### src/hdl/mmssa_pkg.sv
package mmssa_pkg;
    // register byte addresses
    localparam logic [31:0] A_MGMT_COMMAND  = 32'hFF80_0424;
    localparam logic [31:0] A_MGMT_ADDRESS  = 32'hFF80_0428;
    localparam logic [31:0] A_MGMT_WRITE    = 32'hFF80_042C;
    localparam logic [31:0] A_READ_RESULT   = 32'hFF80_0430;
    localparam logic [31:0] A_PROGRESS      = 32'hFF80_0434;
    localparam logic [31:0] A_LINK_STATUS   = 32'hFF80_0438;
    localparam logic [31:0] A_STATION_UPPER = 32'hFF80_0440;
    localparam logic [31:0] A_STATION_MID   = 32'hFF80_0444;
    localparam logic [31:0] A_STATION_LOWER = 32'hFF80_0448;
    // field positions
    localparam int CMD_READ_BIT     = 0;
    localparam int CMD_SCAN_BIT     = 1;
    localparam int FLAG_BUSY_BIT    = 0;
    localparam int FLAG_SCAN_BIT    = 1;
    localparam int FLAG_PENDING_BIT = 2;
    localparam int DEV_LSB          = 8;
    localparam int DEV_MSB          = 12;
    localparam int REG_LSB          = 0;
    localparam int REG_MSB          = 4;
    // reset values
    localparam logic [47:0] STATION_RESET = 48'h0000_0000_0000;
    localparam logic [15:0] WORD_RESET    = 16'h0000;
    // timing: mdc no faster than its limit, half period rounded up
    localparam int CLK_FREQ_KHZ     = 250000;
    localparam int MDC_MAX_FREQ_KHZ = 2500;
    localparam int MDC_HALF_CYC     = (CLK_FREQ_KHZ + 2 * MDC_MAX_FREQ_KHZ - 1)
                                      / (2 * MDC_MAX_FREQ_KHZ);
    // management frame layout
    localparam logic [5:0]  FRAME_LAST      = 6'h3F;
    localparam logic [5:0]  READ_DRIVE_BITS = 6'h2E;
    localparam logic [5:0]  DATA_FIRST_BIT  = 6'h30;
    localparam logic [31:0] PREAMBLE        = 32'hFFFF_FFFF;
    localparam logic [1:0]  FRAME_START     = 2'h1;
    localparam logic [1:0]  OP_READ         = 2'h2;
    localparam logic [1:0]  OP_WRITE        = 2'h1;
    localparam logic [1:0]  TA_WRITE        = 2'h2;
    localparam logic [1:0]  TA_READ         = 2'h3;
    localparam logic [15:0] READ_FILL       = 16'hFFFF;
    // bus responses
    localparam logic [1:0]  RESP_OKAY   = 2'h0;
    localparam logic [1:0]  RESP_SLVERR = 2'h2;
    // serial link status as it arrives
    typedef struct packed {
        logic clash;
        logic jabber;
        logic link;
        logic duplex;
        logic speed;
    } mmssa_link_t;
    // management engine states
    typedef enum logic [1:0] {ST_IDLE, ST_READ, ST_WRITE} mmssa_state_t;
endpackage

### src/hdl/mmssa_sync.sv
`timescale 1ns/10ps
module mmssa_sync #(
    parameter int WIDTH = 1
) (
    input  wire logic             clk_i,
    input  wire logic             rst_n_i,
    input  wire logic [WIDTH-1:0] d_i,
    output logic      [WIDTH-1:0] q_o
);
    // three-flop chain per bit, output flop moves once stages two and three agree
    genvar g;
    generate
        for (g = 0; g < WIDTH; g++) begin : g_bit
            logic s1_q;  // first stage, read only by s2_q
            logic s2_q;  // second stage
            logic s3_q;  // third stage
            // chain of three
            always_ff @(posedge clk_i or negedge rst_n_i) begin
                if (!rst_n_i) begin
                    s1_q <= 1'h0;
                    s2_q <= 1'h0;
                    s3_q <= 1'h0;
                end else begin
                    s1_q <= d_i[g];
                    s2_q <= s1_q;
                    s3_q <= s2_q;
                end
            end
            // agreement filter
            always_ff @(posedge clk_i or negedge rst_n_i) begin
                if (!rst_n_i) begin
                    q_o[g] <= 1'h0;
                end else if (s2_q == s3_q) begin
                    q_o[g] <= s3_q;
                end
            end
        end
    endgenerate
endmodule

### src/hdl/mmssa_top.sv
// Chosen here: register access over AXI4-Lite.
`timescale 1ns/10ps
// How it works
// - read result word sits in low half
// - pending flag high until read data valid
// - scan flag high while continuous reads run
// - busy high for whole management cycle
// - clash bit shows phy seen in mac-to-mac
// - jabber bit shows jabber on link
// - link bit shows link good
// - duplex bit one means full duplex
// - speed bit one means 100, zero 10
// - received address compared with station address
// - upper register holds address bits 47:32
// - middle register holds address bits 31:16
// - lower register holds address bits 15:0
// - read command starts one read cycle
// - scan command repeats reads until cleared
// - write-data write launches a write cycle
// - five-bit device and register address fields
module mmssa_top #(
    parameter int MDC_HALF = mmssa_pkg::MDC_HALF_CYC
) (
    input  wire logic                   CLK_I,
    input  wire logic                   RESET_N_I,
    input  wire logic [31:0]            AXI_AWADDR_I,
    input  wire logic                   AXI_AWVALID_I,
    output logic                        AXI_AWREADY_O,
    input  wire logic [31:0]            AXI_WDATA_I,
    input  wire logic [3:0]             AXI_WSTRB_I,
    input  wire logic                   AXI_WVALID_I,
    output logic                        AXI_WREADY_O,
    output logic [1:0]                  AXI_BRESP_O,
    output logic                        AXI_BVALID_O,
    input  wire logic                   AXI_BREADY_I,
    input  wire logic [31:0]            AXI_ARADDR_I,
    input  wire logic                   AXI_ARVALID_I,
    output logic                        AXI_ARREADY_O,
    output logic [31:0]                 AXI_RDATA_O,
    output logic [1:0]                  AXI_RRESP_O,
    output logic                        AXI_RVALID_O,
    input  wire logic                   AXI_RREADY_I,
    output logic                        MDC_O,
    input  wire logic                   MDIO_I,
    output logic                        MDIO_O,
    output logic                        MDIO_OE_O,
    input  wire mmssa_pkg::mmssa_link_t LINK_STATUS_I,
    input  wire logic [47:0]            RX_DA_I,
    input  wire logic                   RX_DA_VALID_I,
    output logic                        ADDR_MATCH_O,
    output logic                        ADDR_MATCH_VALID_O,
    output logic [47:0]                 STATION_ADDR_O
);
    import mmssa_pkg::*;

    localparam logic [7:0] DIV_LAST = 8'(MDC_HALF - 1);  // divider wrap

    logic [31:0]  aw_addr_q;     // held write address
    logic         aw_have_q;     // write address taken
    logic [31:0]  w_data_q;      // held write data
    logic [3:0]   w_strb_q;      // held byte enables
    logic         w_have_q;      // write data taken
    logic         do_wr;         // write performed this cycle
    logic         wr_mapped;     // write address decodes
    logic [31:0]  rd_word;       // read mux output
    logic         rd_mapped;     // read address decodes
    logic         cmd_read_q;    // stored read command bit
    logic         cmd_scan_q;    // stored scan command bit
    logic [4:0]   phy_device_select_q;    // phy device field
    logic [4:0]   phy_register_select_q;  // phy register field
    logic [15:0]  mgmt_write_word_q;      // write-cycle data
    logic [15:0]  mgmt_read_word_q;       // last read result
    logic         rd_pend_q;     // single read requested
    logic         wr_pend_q;     // write cycle requested
    logic         read_result_pending_q;  // read not yet valid
    logic [47:0]  station_q;     // station address
    mmssa_state_t state_q;       // engine state
    logic         busy;          // cycle under way
    logic [7:0]   div_q;         // mdc divider
    logic         mdc_q;         // mdc level
    logic         tick;          // mdc half period done
    logic         rise;          // mdc about to rise
    logic         fall;          // mdc about to fall
    logic [5:0]   bit_q;         // frame bit index
    logic [63:0]  tx_q;          // outgoing frame
    logic [15:0]  rd_sh_q;       // incoming data
    logic         mdio_o_q;      // mdio drive value
    logic         mdio_oe_q;     // mdio drive enable
    logic         mdio_s;        // synchronised mdio
    logic         start_wr;      // launch write frame
    logic         start_rd;      // launch read frame
    logic         last_fall;     // frame ends
    mmssa_link_t  link_s;        // synchronised link status
    logic         match_q;       // address compare result
    logic         match_v_q;     // compare result valid

    // mdio and link status pins pass the three-flop filter
    mmssa_sync #(.WIDTH(1)) u_sync_mdio (
        .clk_i   (CLK_I),
        .rst_n_i (RESET_N_I),
        .d_i     (MDIO_I),
        .q_o     (mdio_s)
    );
    mmssa_sync #(.WIDTH($bits(mmssa_link_t))) u_sync_link (
        .clk_i   (CLK_I),
        .rst_n_i (RESET_N_I),
        .d_i     (LINK_STATUS_I),
        .q_o     (link_s)
    );

    // merge byte lanes into a 16-bit field
    function automatic logic [15:0] lane16(input logic [15:0] old_v,
                                           input logic [15:0] new_v,
                                           input logic [1:0]  strb);
        logic [15:0] r;
        r = old_v;
        if (strb[0]) begin
            r[7:0] = new_v[7:0];
        end
        if (strb[1]) begin
            r[15:8] = new_v[15:8];
        end
        return r;
    endfunction

    // write address channel
    assign AXI_AWREADY_O = !aw_have_q && !AXI_BVALID_O;
    always_ff @(posedge CLK_I or negedge RESET_N_I) begin
        if (!RESET_N_I) begin
            aw_have_q <= 1'h0;
            aw_addr_q <= '0;
        end else if (AXI_AWVALID_I && AXI_AWREADY_O) begin
            aw_have_q <= 1'h1;
            aw_addr_q <= AXI_AWADDR_I;
        end else if (do_wr) begin
            aw_have_q <= 1'h0;
        end
    end

    // write data channel
    assign AXI_WREADY_O = !w_have_q && !AXI_BVALID_O;
    always_ff @(posedge CLK_I or negedge RESET_N_I) begin
        if (!RESET_N_I) begin
            w_have_q <= 1'h0;
            w_data_q <= '0;
            w_strb_q <= '0;
        end else if (AXI_WVALID_I && AXI_WREADY_O) begin
            w_have_q <= 1'h1;
            w_data_q <= AXI_WDATA_I;
            w_strb_q <= AXI_WSTRB_I;
        end else if (do_wr) begin
            w_have_q <= 1'h0;
        end
    end

    // write decode, read-only addresses accept and ignore
    assign do_wr = aw_have_q && w_have_q && !AXI_BVALID_O;
    always_comb begin
        unique case (aw_addr_q)
            A_MGMT_COMMAND, A_MGMT_ADDRESS, A_MGMT_WRITE,
            A_READ_RESULT, A_PROGRESS, A_LINK_STATUS,
            A_STATION_UPPER, A_STATION_MID, A_STATION_LOWER: wr_mapped = 1'h1;
            default: wr_mapped = 1'h0;
        endcase
    end

    // write response channel
    always_ff @(posedge CLK_I or negedge RESET_N_I) begin
        if (!RESET_N_I) begin
            AXI_BVALID_O <= 1'h0;
            AXI_BRESP_O  <= RESP_OKAY;
        end else if (do_wr) begin
            AXI_BVALID_O <= 1'h1;
            AXI_BRESP_O  <= wr_mapped ? RESP_OKAY : RESP_SLVERR;
        end else if (AXI_BREADY_I) begin
            AXI_BVALID_O <= 1'h0;
        end
    end

    // read mux, reserved bits zero
    always_comb begin
        rd_word   = '0;
        rd_mapped = 1'h1;
        unique case (AXI_ARADDR_I)
            A_MGMT_COMMAND: begin
                rd_word[CMD_READ_BIT] = cmd_read_q;
                rd_word[CMD_SCAN_BIT] = cmd_scan_q;
            end
            A_MGMT_ADDRESS: begin
                rd_word[DEV_MSB:DEV_LSB] = phy_device_select_q;
                rd_word[REG_MSB:REG_LSB] = phy_register_select_q;
            end
            A_MGMT_WRITE:    rd_word = 32'(mgmt_write_word_q);
            A_READ_RESULT:   rd_word = 32'(mgmt_read_word_q);
            A_PROGRESS: begin
                rd_word[FLAG_BUSY_BIT]    = busy;
                rd_word[FLAG_SCAN_BIT]    = cmd_scan_q;
                rd_word[FLAG_PENDING_BIT] = read_result_pending_q;
            end
            A_LINK_STATUS:   rd_word = 32'(link_s);
            A_STATION_UPPER: rd_word = 32'(station_q[47:32]);
            A_STATION_MID:   rd_word = 32'(station_q[31:16]);
            A_STATION_LOWER: rd_word = 32'(station_q[15:0]);
            default:         rd_mapped = 1'h0;
        endcase
    end

    // read channel, one-cycle registered answer
    assign AXI_ARREADY_O = !AXI_RVALID_O;
    always_ff @(posedge CLK_I or negedge RESET_N_I) begin
        if (!RESET_N_I) begin
            AXI_RVALID_O <= 1'h0;
            AXI_RDATA_O  <= '0;
            AXI_RRESP_O  <= RESP_OKAY;
        end else if (AXI_ARVALID_I && AXI_ARREADY_O) begin
            AXI_RVALID_O <= 1'h1;
            AXI_RDATA_O  <= rd_word;
            AXI_RRESP_O  <= rd_mapped ? RESP_OKAY : RESP_SLVERR;
        end else if (AXI_RREADY_I) begin
            AXI_RVALID_O <= 1'h0;
        end
    end

    // command, address and write-data registers
    always_ff @(posedge CLK_I or negedge RESET_N_I) begin
        if (!RESET_N_I) begin
            cmd_read_q            <= 1'h0;
            cmd_scan_q            <= 1'h0;
            phy_device_select_q   <= '0;
            phy_register_select_q <= '0;
            mgmt_write_word_q     <= WORD_RESET;
        end else if (do_wr) begin
            // low lane carries the command bits and register field
            if (w_strb_q[0] && aw_addr_q == A_MGMT_COMMAND) begin
                cmd_read_q <= w_data_q[CMD_READ_BIT];
                cmd_scan_q <= w_data_q[CMD_SCAN_BIT];
            end
            if (w_strb_q[0] && aw_addr_q == A_MGMT_ADDRESS) begin
                phy_register_select_q <= w_data_q[REG_MSB:REG_LSB];
            end
            // device field sits in the second lane
            if (w_strb_q[1] && aw_addr_q == A_MGMT_ADDRESS) begin
                phy_device_select_q <= w_data_q[DEV_MSB:DEV_LSB];
            end
            if (aw_addr_q == A_MGMT_WRITE) begin
                mgmt_write_word_q <= lane16(mgmt_write_word_q, w_data_q[15:0],
                                            w_strb_q[1:0]);
            end
        end
    end

    // request flags, a new request wins over consumption
    always_ff @(posedge CLK_I or negedge RESET_N_I) begin
        if (!RESET_N_I) begin
            rd_pend_q <= 1'h0;
            wr_pend_q <= 1'h0;
        end else begin
            if (do_wr && w_strb_q[0] && aw_addr_q == A_MGMT_COMMAND
                && w_data_q[CMD_READ_BIT]) begin
                rd_pend_q <= 1'h1;
            end else if (start_rd) begin
                rd_pend_q <= 1'h0;
            end
            if (do_wr && aw_addr_q == A_MGMT_WRITE) begin
                wr_pend_q <= 1'h1;
            end else if (start_wr) begin
                wr_pend_q <= 1'h0;
            end
        end
    end

    // station address with byte lanes
    always_ff @(posedge CLK_I or negedge RESET_N_I) begin
        if (!RESET_N_I) begin
            station_q <= STATION_RESET;
        end else if (do_wr) begin
            unique case (aw_addr_q)
                A_STATION_UPPER: station_q[47:32] <= lane16(station_q[47:32],
                    w_data_q[15:0], w_strb_q[1:0]);
                A_STATION_MID:   station_q[31:16] <= lane16(station_q[31:16],
                    w_data_q[15:0], w_strb_q[1:0]);
                A_STATION_LOWER: station_q[15:0]  <= lane16(station_q[15:0],
                    w_data_q[15:0], w_strb_q[1:0]);
                default: ;
            endcase
        end
    end
    assign STATION_ADDR_O = station_q;

    // destination compare against station address
    always_ff @(posedge CLK_I or negedge RESET_N_I) begin
        if (!RESET_N_I) begin
            match_q   <= 1'h0;
            match_v_q <= 1'h0;
        end else begin
            match_v_q <= RX_DA_VALID_I;
            match_q   <= RX_DA_VALID_I && (RX_DA_I == station_q);
        end
    end
    assign ADDR_MATCH_O       = match_q;
    assign ADDR_MATCH_VALID_O = match_v_q;

    // engine launch, write before read
    assign busy      = (state_q != ST_IDLE);
    assign start_wr  = (state_q == ST_IDLE) && wr_pend_q;
    assign start_rd  = (state_q == ST_IDLE) && !wr_pend_q && (rd_pend_q || cmd_scan_q);
    assign last_fall = fall && (bit_q == FRAME_LAST);

    // mdc divider, runs only during a frame
    assign tick = busy && (div_q == DIV_LAST);
    assign rise = tick && !mdc_q;
    assign fall = tick && mdc_q;
    always_ff @(posedge CLK_I or negedge RESET_N_I) begin
        if (!RESET_N_I) begin
            div_q <= '0;
            mdc_q <= 1'h0;
        end else if (!busy || tick) begin
            div_q <= '0;
            mdc_q <= busy && !mdc_q;
        end else begin
            div_q <= div_q + 8'h01;
        end
    end
    assign MDC_O = mdc_q;

    // engine state
    always_ff @(posedge CLK_I or negedge RESET_N_I) begin
        if (!RESET_N_I) begin
            state_q <= ST_IDLE;
        end else if (start_wr) begin
            state_q <= ST_WRITE;
        end else if (start_rd) begin
            state_q <= ST_READ;
        end else if (last_fall) begin
            state_q <= ST_IDLE;
        end
    end

    // frame shifter, bits change as mdc falls
    always_ff @(posedge CLK_I or negedge RESET_N_I) begin
        if (!RESET_N_I) begin
            tx_q      <= '0;
            bit_q     <= '0;
            mdio_o_q  <= 1'h0;
            mdio_oe_q <= 1'h0;
        end else if (start_wr || start_rd) begin
            tx_q <= {PREAMBLE, FRAME_START, start_wr ? OP_WRITE : OP_READ,
                     phy_device_select_q, phy_register_select_q,
                     start_wr ? TA_WRITE : TA_READ,
                     start_wr ? mgmt_write_word_q : READ_FILL};
            bit_q     <= '0;
            mdio_o_q  <= PREAMBLE[31];
            mdio_oe_q <= 1'h1;
        end else if (last_fall) begin
            mdio_o_q  <= 1'h0;
            mdio_oe_q <= 1'h0;
        end else if (fall) begin
            tx_q      <= {tx_q[62:0], 1'h0};
            bit_q     <= bit_q + 6'h01;
            mdio_o_q  <= tx_q[62];
            mdio_oe_q <= (state_q == ST_WRITE)
                         || ((bit_q + 6'h01) < READ_DRIVE_BITS);
        end
    end
    assign MDIO_O    = mdio_o_q;
    assign MDIO_OE_O = mdio_oe_q;

    // read data sampled as mdc rises
    always_ff @(posedge CLK_I or negedge RESET_N_I) begin
        if (!RESET_N_I) begin
            rd_sh_q <= '0;
        end else if (rise && state_q == ST_READ && bit_q >= DATA_FIRST_BIT) begin
            rd_sh_q <= {rd_sh_q[14:0], mdio_s};
        end
    end

    // read result and not-valid flag
    always_ff @(posedge CLK_I or negedge RESET_N_I) begin
        if (!RESET_N_I) begin
            mgmt_read_word_q      <= WORD_RESET;
            read_result_pending_q <= 1'h0;
        end else if (start_rd) begin
            read_result_pending_q <= 1'h1;
        end else if (last_fall && state_q == ST_READ) begin
            mgmt_read_word_q      <= rd_sh_q;
            read_result_pending_q <= 1'h0;
        end
    end
endmodule

### config.mk
export PLATFORM = sky130hd
export DESIGN_NAME = mmssa_top
export DESIGN_NICKNAME = d
export VERILOG_FILES = /design/src/hdl/mmssa_pkg.sv /design/src/hdl/mmssa_sync.sv /design/src/hdl/mmssa_top.sv
export SDC_FILE = /design/constraint.sdc
export NUM_CORES = 1
export LEC_CHECK = 0
export BUFFER_PORTS_ARGS = -buffer_cell sky130_fd_sc_hd__buf_2
export CAP_MARGIN = 20
export CELL_PAD_IN_SITES_DETAIL_PLACEMENT = 0
export CELL_PAD_IN_SITES_GLOBAL_PLACEMENT = 1
export CORE_ASPECT_RATIO = 0.75
export CORE_MARGIN = 2
export CORE_UTILIZATION = 40
export CTS_CLUSTER_DIAMETER = 30
export DETAILED_ROUTE_END_ITERATION = 6
export PLACE_DENSITY_LB_ADDON = 0.1
export SETUP_SLACK_MARGIN = 0.5
export SLEW_MARGIN = 20
export SYNTH_ARGS = -nofsm -noshare
export SYNTH_HDL_FRONTEND = slang
export SYNTH_SLANG_ARGS = --single-unit
### constraint.sdc
create_clock -name CLK_I -period 2.2 [get_ports CLK_I]
set_input_delay 0.44 -clock CLK_I [delete_from_list [all_inputs] [get_ports CLK_I]]
set_output_delay 0.44 -clock CLK_I [all_outputs]
set_load 0.005 [all_outputs]
==> results.md <==
- Via/cell ratio: around 5.2
- Clock transition at the registers of the reported paths: 0.05 ns
- WS Path Type: register to register
- Clock Skews: 0.0188 ns
- Drt first pass iters: 5
- Routed Antenna Nets: 0
- WL/cell: 21.0 um
- Post-synthesis cell type count: between 60 and 70
- Fin. max-slew vios: 0
- Core area: 32200 um2
- Leak: 9.59 nW
- Post-synth ARST share: 1.00
- Worst-path cell chain: or4b_1, or3_4, or2_4, nand4b_1, mux2_2
- Final setup vio count: 74
- Mapped Area: 13000 um2
- Worst-Skew Late Latency: 0.57 ns
- Fin crit period: 2.32 ns
- Worst Setup End Kind: register
- Largest net degree at the start of global routing: 56
- Drt total wl: 41000 um
- Slew HR: 0.609
- Worst hold-check path type: primary input to register
- Vias in the first global route: 10.4k
- Die Ht: between 150 and 200 um
- Slowest stage delay, CP: 0.51 ns
- Pwr dens: 906 nW/um2
- Peak supply drop: 0.536 mV
- Max Cap Viol: 0
- Initial antenna violation count: 0
- Clock sink count: 291
- Pre-CTS WS: -0.203 ns
- Fraction of layout cells with a size suffix above 1: 0.526
- Mapped Cells: 1097
- Num CTS Buffers: 56
- Seq cells post-synth: a little under 300
- YS warnings: 0
- Area Overhead vs Synth: 48.3%
- Main synth FF type: dfrtp_1
- Gpl congestion: 0.820
- DRC viols: 0
- WP data arrival: 2.76 ns
- TritonCTS clock tree: built
- Register area share after synthesis: 0.562
- Failing checks: negative setup slack
- Clock root cell: clkbuf_16
- CTS H-tree depth: 2
- Initial DRC count: 683
- GRT Total Usage: 0.247
- Fin nets: ~1.6k
- CP Launch Type: register
- N_diodes: 0
- Initial Util: 0.403
- Final Hold Fails: 0
- EDFF count, synth: 0
- CP Max Fanout: 4
- CTS Buffer Depth: 3
- Die area: around 34000 um2
- Port bufs: between 200 and 250
- First-pass GRT wire length: about 63000 um
- Setup WS post-layout: -0.121 ns
- Unrepaired setup endpoints after global routing: yes
- Mean area per synthesized cell: ~12 um2
- Final HPWL DP: 27600 um
- Slew @ Worst Pin: 0.585 ns
- Critical path required time: ~2.6 ns
- Final Cycle Share: 1.06
- Final non-filler cell area: ~19000 um2
- Grt total ovfl: 0
- Boundary Pins: 256
- Outcome: finished with violations
- Placed cell area: 15400 um2
- Via Count: 10.1k
- Slowest cell on crit path: or4b_1
- Chip width: 212 um
- Util after Layout: 0.597
- Std cell rows: 57
- FMAX: approximately 430 MHz
==> worst paths after layout <==
path / startpoint / to / slack, ns / depth (start not counted)
max: aw_addr_q[21] / cmd_read_q / -0.12 / 5
min: AXI_RREADY_I / AXI_RVALID_O / 0.04 / 2
max reg2reg: aw_addr_q[21] / cmd_read_q / -0.12 / 5
min reg2reg: u_sync_link.g_bit[4].s1_q / u_sync_link.g_bit[4].s2_q / 0.34 / 0
max in group asynchronous: RESET_N_I / tx_q[41] / 1.17 / 3
min in group asynchronous: RESET_N_I / aw_addr_q[31] / 0.36 / 2
==> stage by stage <==
step                hold WS, ns  TNS, ns  cells  power, mW
finish                   0.0443    -4.38   1951       17.4
global route             0.0383   -10.79   1951       18.1
CTS                      0.0196    -5.68   1943       17.6
detailed placement        0.335    -8.87   1786       8.38
global placement          0.333    -6.56   1786       8.34
floorplan                 0.144   -0.956   1114       7.47
==> placed cells by master, fill, tap and decap left out, types with 6 or more instances in the layout <==
cell             n
clkinv_2         8
xnor2_1         11
buf_16           6
buf_2          217
bufinv_16        9
conb_1          18
a211oi_1        10
clkbuf_16       57
dfrtp_2          7
xor2_1          41
nor3_4           7
nand3_1         12
dlygate4sd3_1    8
buf_12          27
nand2_1         42
o21ai_0          9
clkbuf_8        11
nor4b_1          7
nand2_4         36
a22oi_1         13
mux2_4          49
a222oi_1        10
a21oi_1         23
buf_6           32
nor4_1          12
buf_4           62
nor2_4           6
mux2_2         107
nor3_1          11
nand3_2         34
a221oi_1         8
nor2_1          64
dfrtp_1        284
clkinvlp_4       8
nand4_1         13
a31oi_1         14
maj3_1           6
inv_1           23
mux2i_1         19
nand2_2         37
==> what timing repair did <==
action / 4_1_cts / 5_1_grt
cloned: 10 / 0
setup endpoints to repair: 192 / 212
endpoints found under the hold margin: 39 / 0
pin swaps: 92 / 45
hold buffers: 8 / 0
gates resized for setup: 219 / 75
setup buffers: 36 / 8
==> cell type report <==
class / instances / area [um2]
multi-input cells: 737 / 6530
clock buffers: 73 / 1600
inverters: 23 / 86.3
flip-flops and latches: 291 / 7290
fillers: 2689 / 13000
clock inverters: 30 / 414
repair buffers: 355 / 2740
well taps: 442 / 553
==> Yosys cell counts (all sizes together) (3+ instances only) <==
cell     instances  area, um2
maj3             6       60.1
inv             23       86.3
a2111oi          3       26.3
nand3           49        255
o21ai           13       65.1
mux2           156       1760
nand4b           3       41.3
xor2            41        359
a31oi           16        100
nor3b            3       22.5
nand4           15        106
nor2            72        270
and2             5       31.3
nor4            22        186
nor3            22        143
nand2          117        444
and4             3       26.3
nand2b           4       25.0
dfrtp          291       7280
clkbuf          35        131
nor4b           12        105
or2              4       27.5
ha               3       37.5
a21o             3       22.5
a21oi           28        140
nor2b            4       25.0
a222oi          10        100
a22oi           13       97.6
nor4bb           3       30.0
mux2i           22        220
xnor2           12        105
o2bb2ai          3       26.3
o211ai           3       22.5
buf             31        199
and3             3       18.8
a211oi          10       75.1
o31ai            5       37.5
a221oi           8       70.1
==> critical path, delay by kind of cell, from the launching register on <==
kind / cells / cell delay (ns)
and+or+nand+nor: 4 / 1.47
DFF: 1 / 0.37
muxes: 1 / 0.35
==> cells by family after synthesis <==
group	count (synthesis)	share of synthesized area
other	1	0.000289
DFF	291	0.562
adders and majority gates	9	0.00753
muxes	178	0.153
xor gates and xnor gates	53	0.0358
and+or+nand+nor	349	0.141
AOI/OAI and AO/OA	127	0.0682
buffers and inverters	89	0.0322
==> registers in the layout, summed over array words and instances (netlist names), 8 cells and up <==
| signal | flops |
|---|---|
| mgmt_write_word_q | 16 |
| div_q | 8 |
| mgmt_read_word_q | 16 |
| aw_addr_q | 32 |
| w_data_q | 16 |
| tx_q | 63 |
| AXI_RDATA_O | 16 |
| STATION_ADDR_O | 48 |
| rd_sh_q | 16 |
==> where the power goes <==
| part | total, mW | leakage [nW] | switching, mW | internal [mW] |
|---|---|---|---|---|
| Sequential | 6.62 | 3.85 | 0.656 | 5.96 |
| Combinational | 1.79 | 4.77 | 0.853 | 0.934 |
| Clock | 9.00 | 0.968 | 2.87 | 6.13 |
| Total | 17.4 | 9.59 | 4.38 | 13.0 |
==> routing by layer <==
metal,GRT usage,vias to the layer above,part of all wire
met5,0,-,0
met4,0.0813,0,0.024
met3,0.0446,58,0.043
met2,0.368,245,0.45
met1,0.364,5140,0.48
li1,-,4674,-
Note: power is estimated with default switching activity, not from simulation.
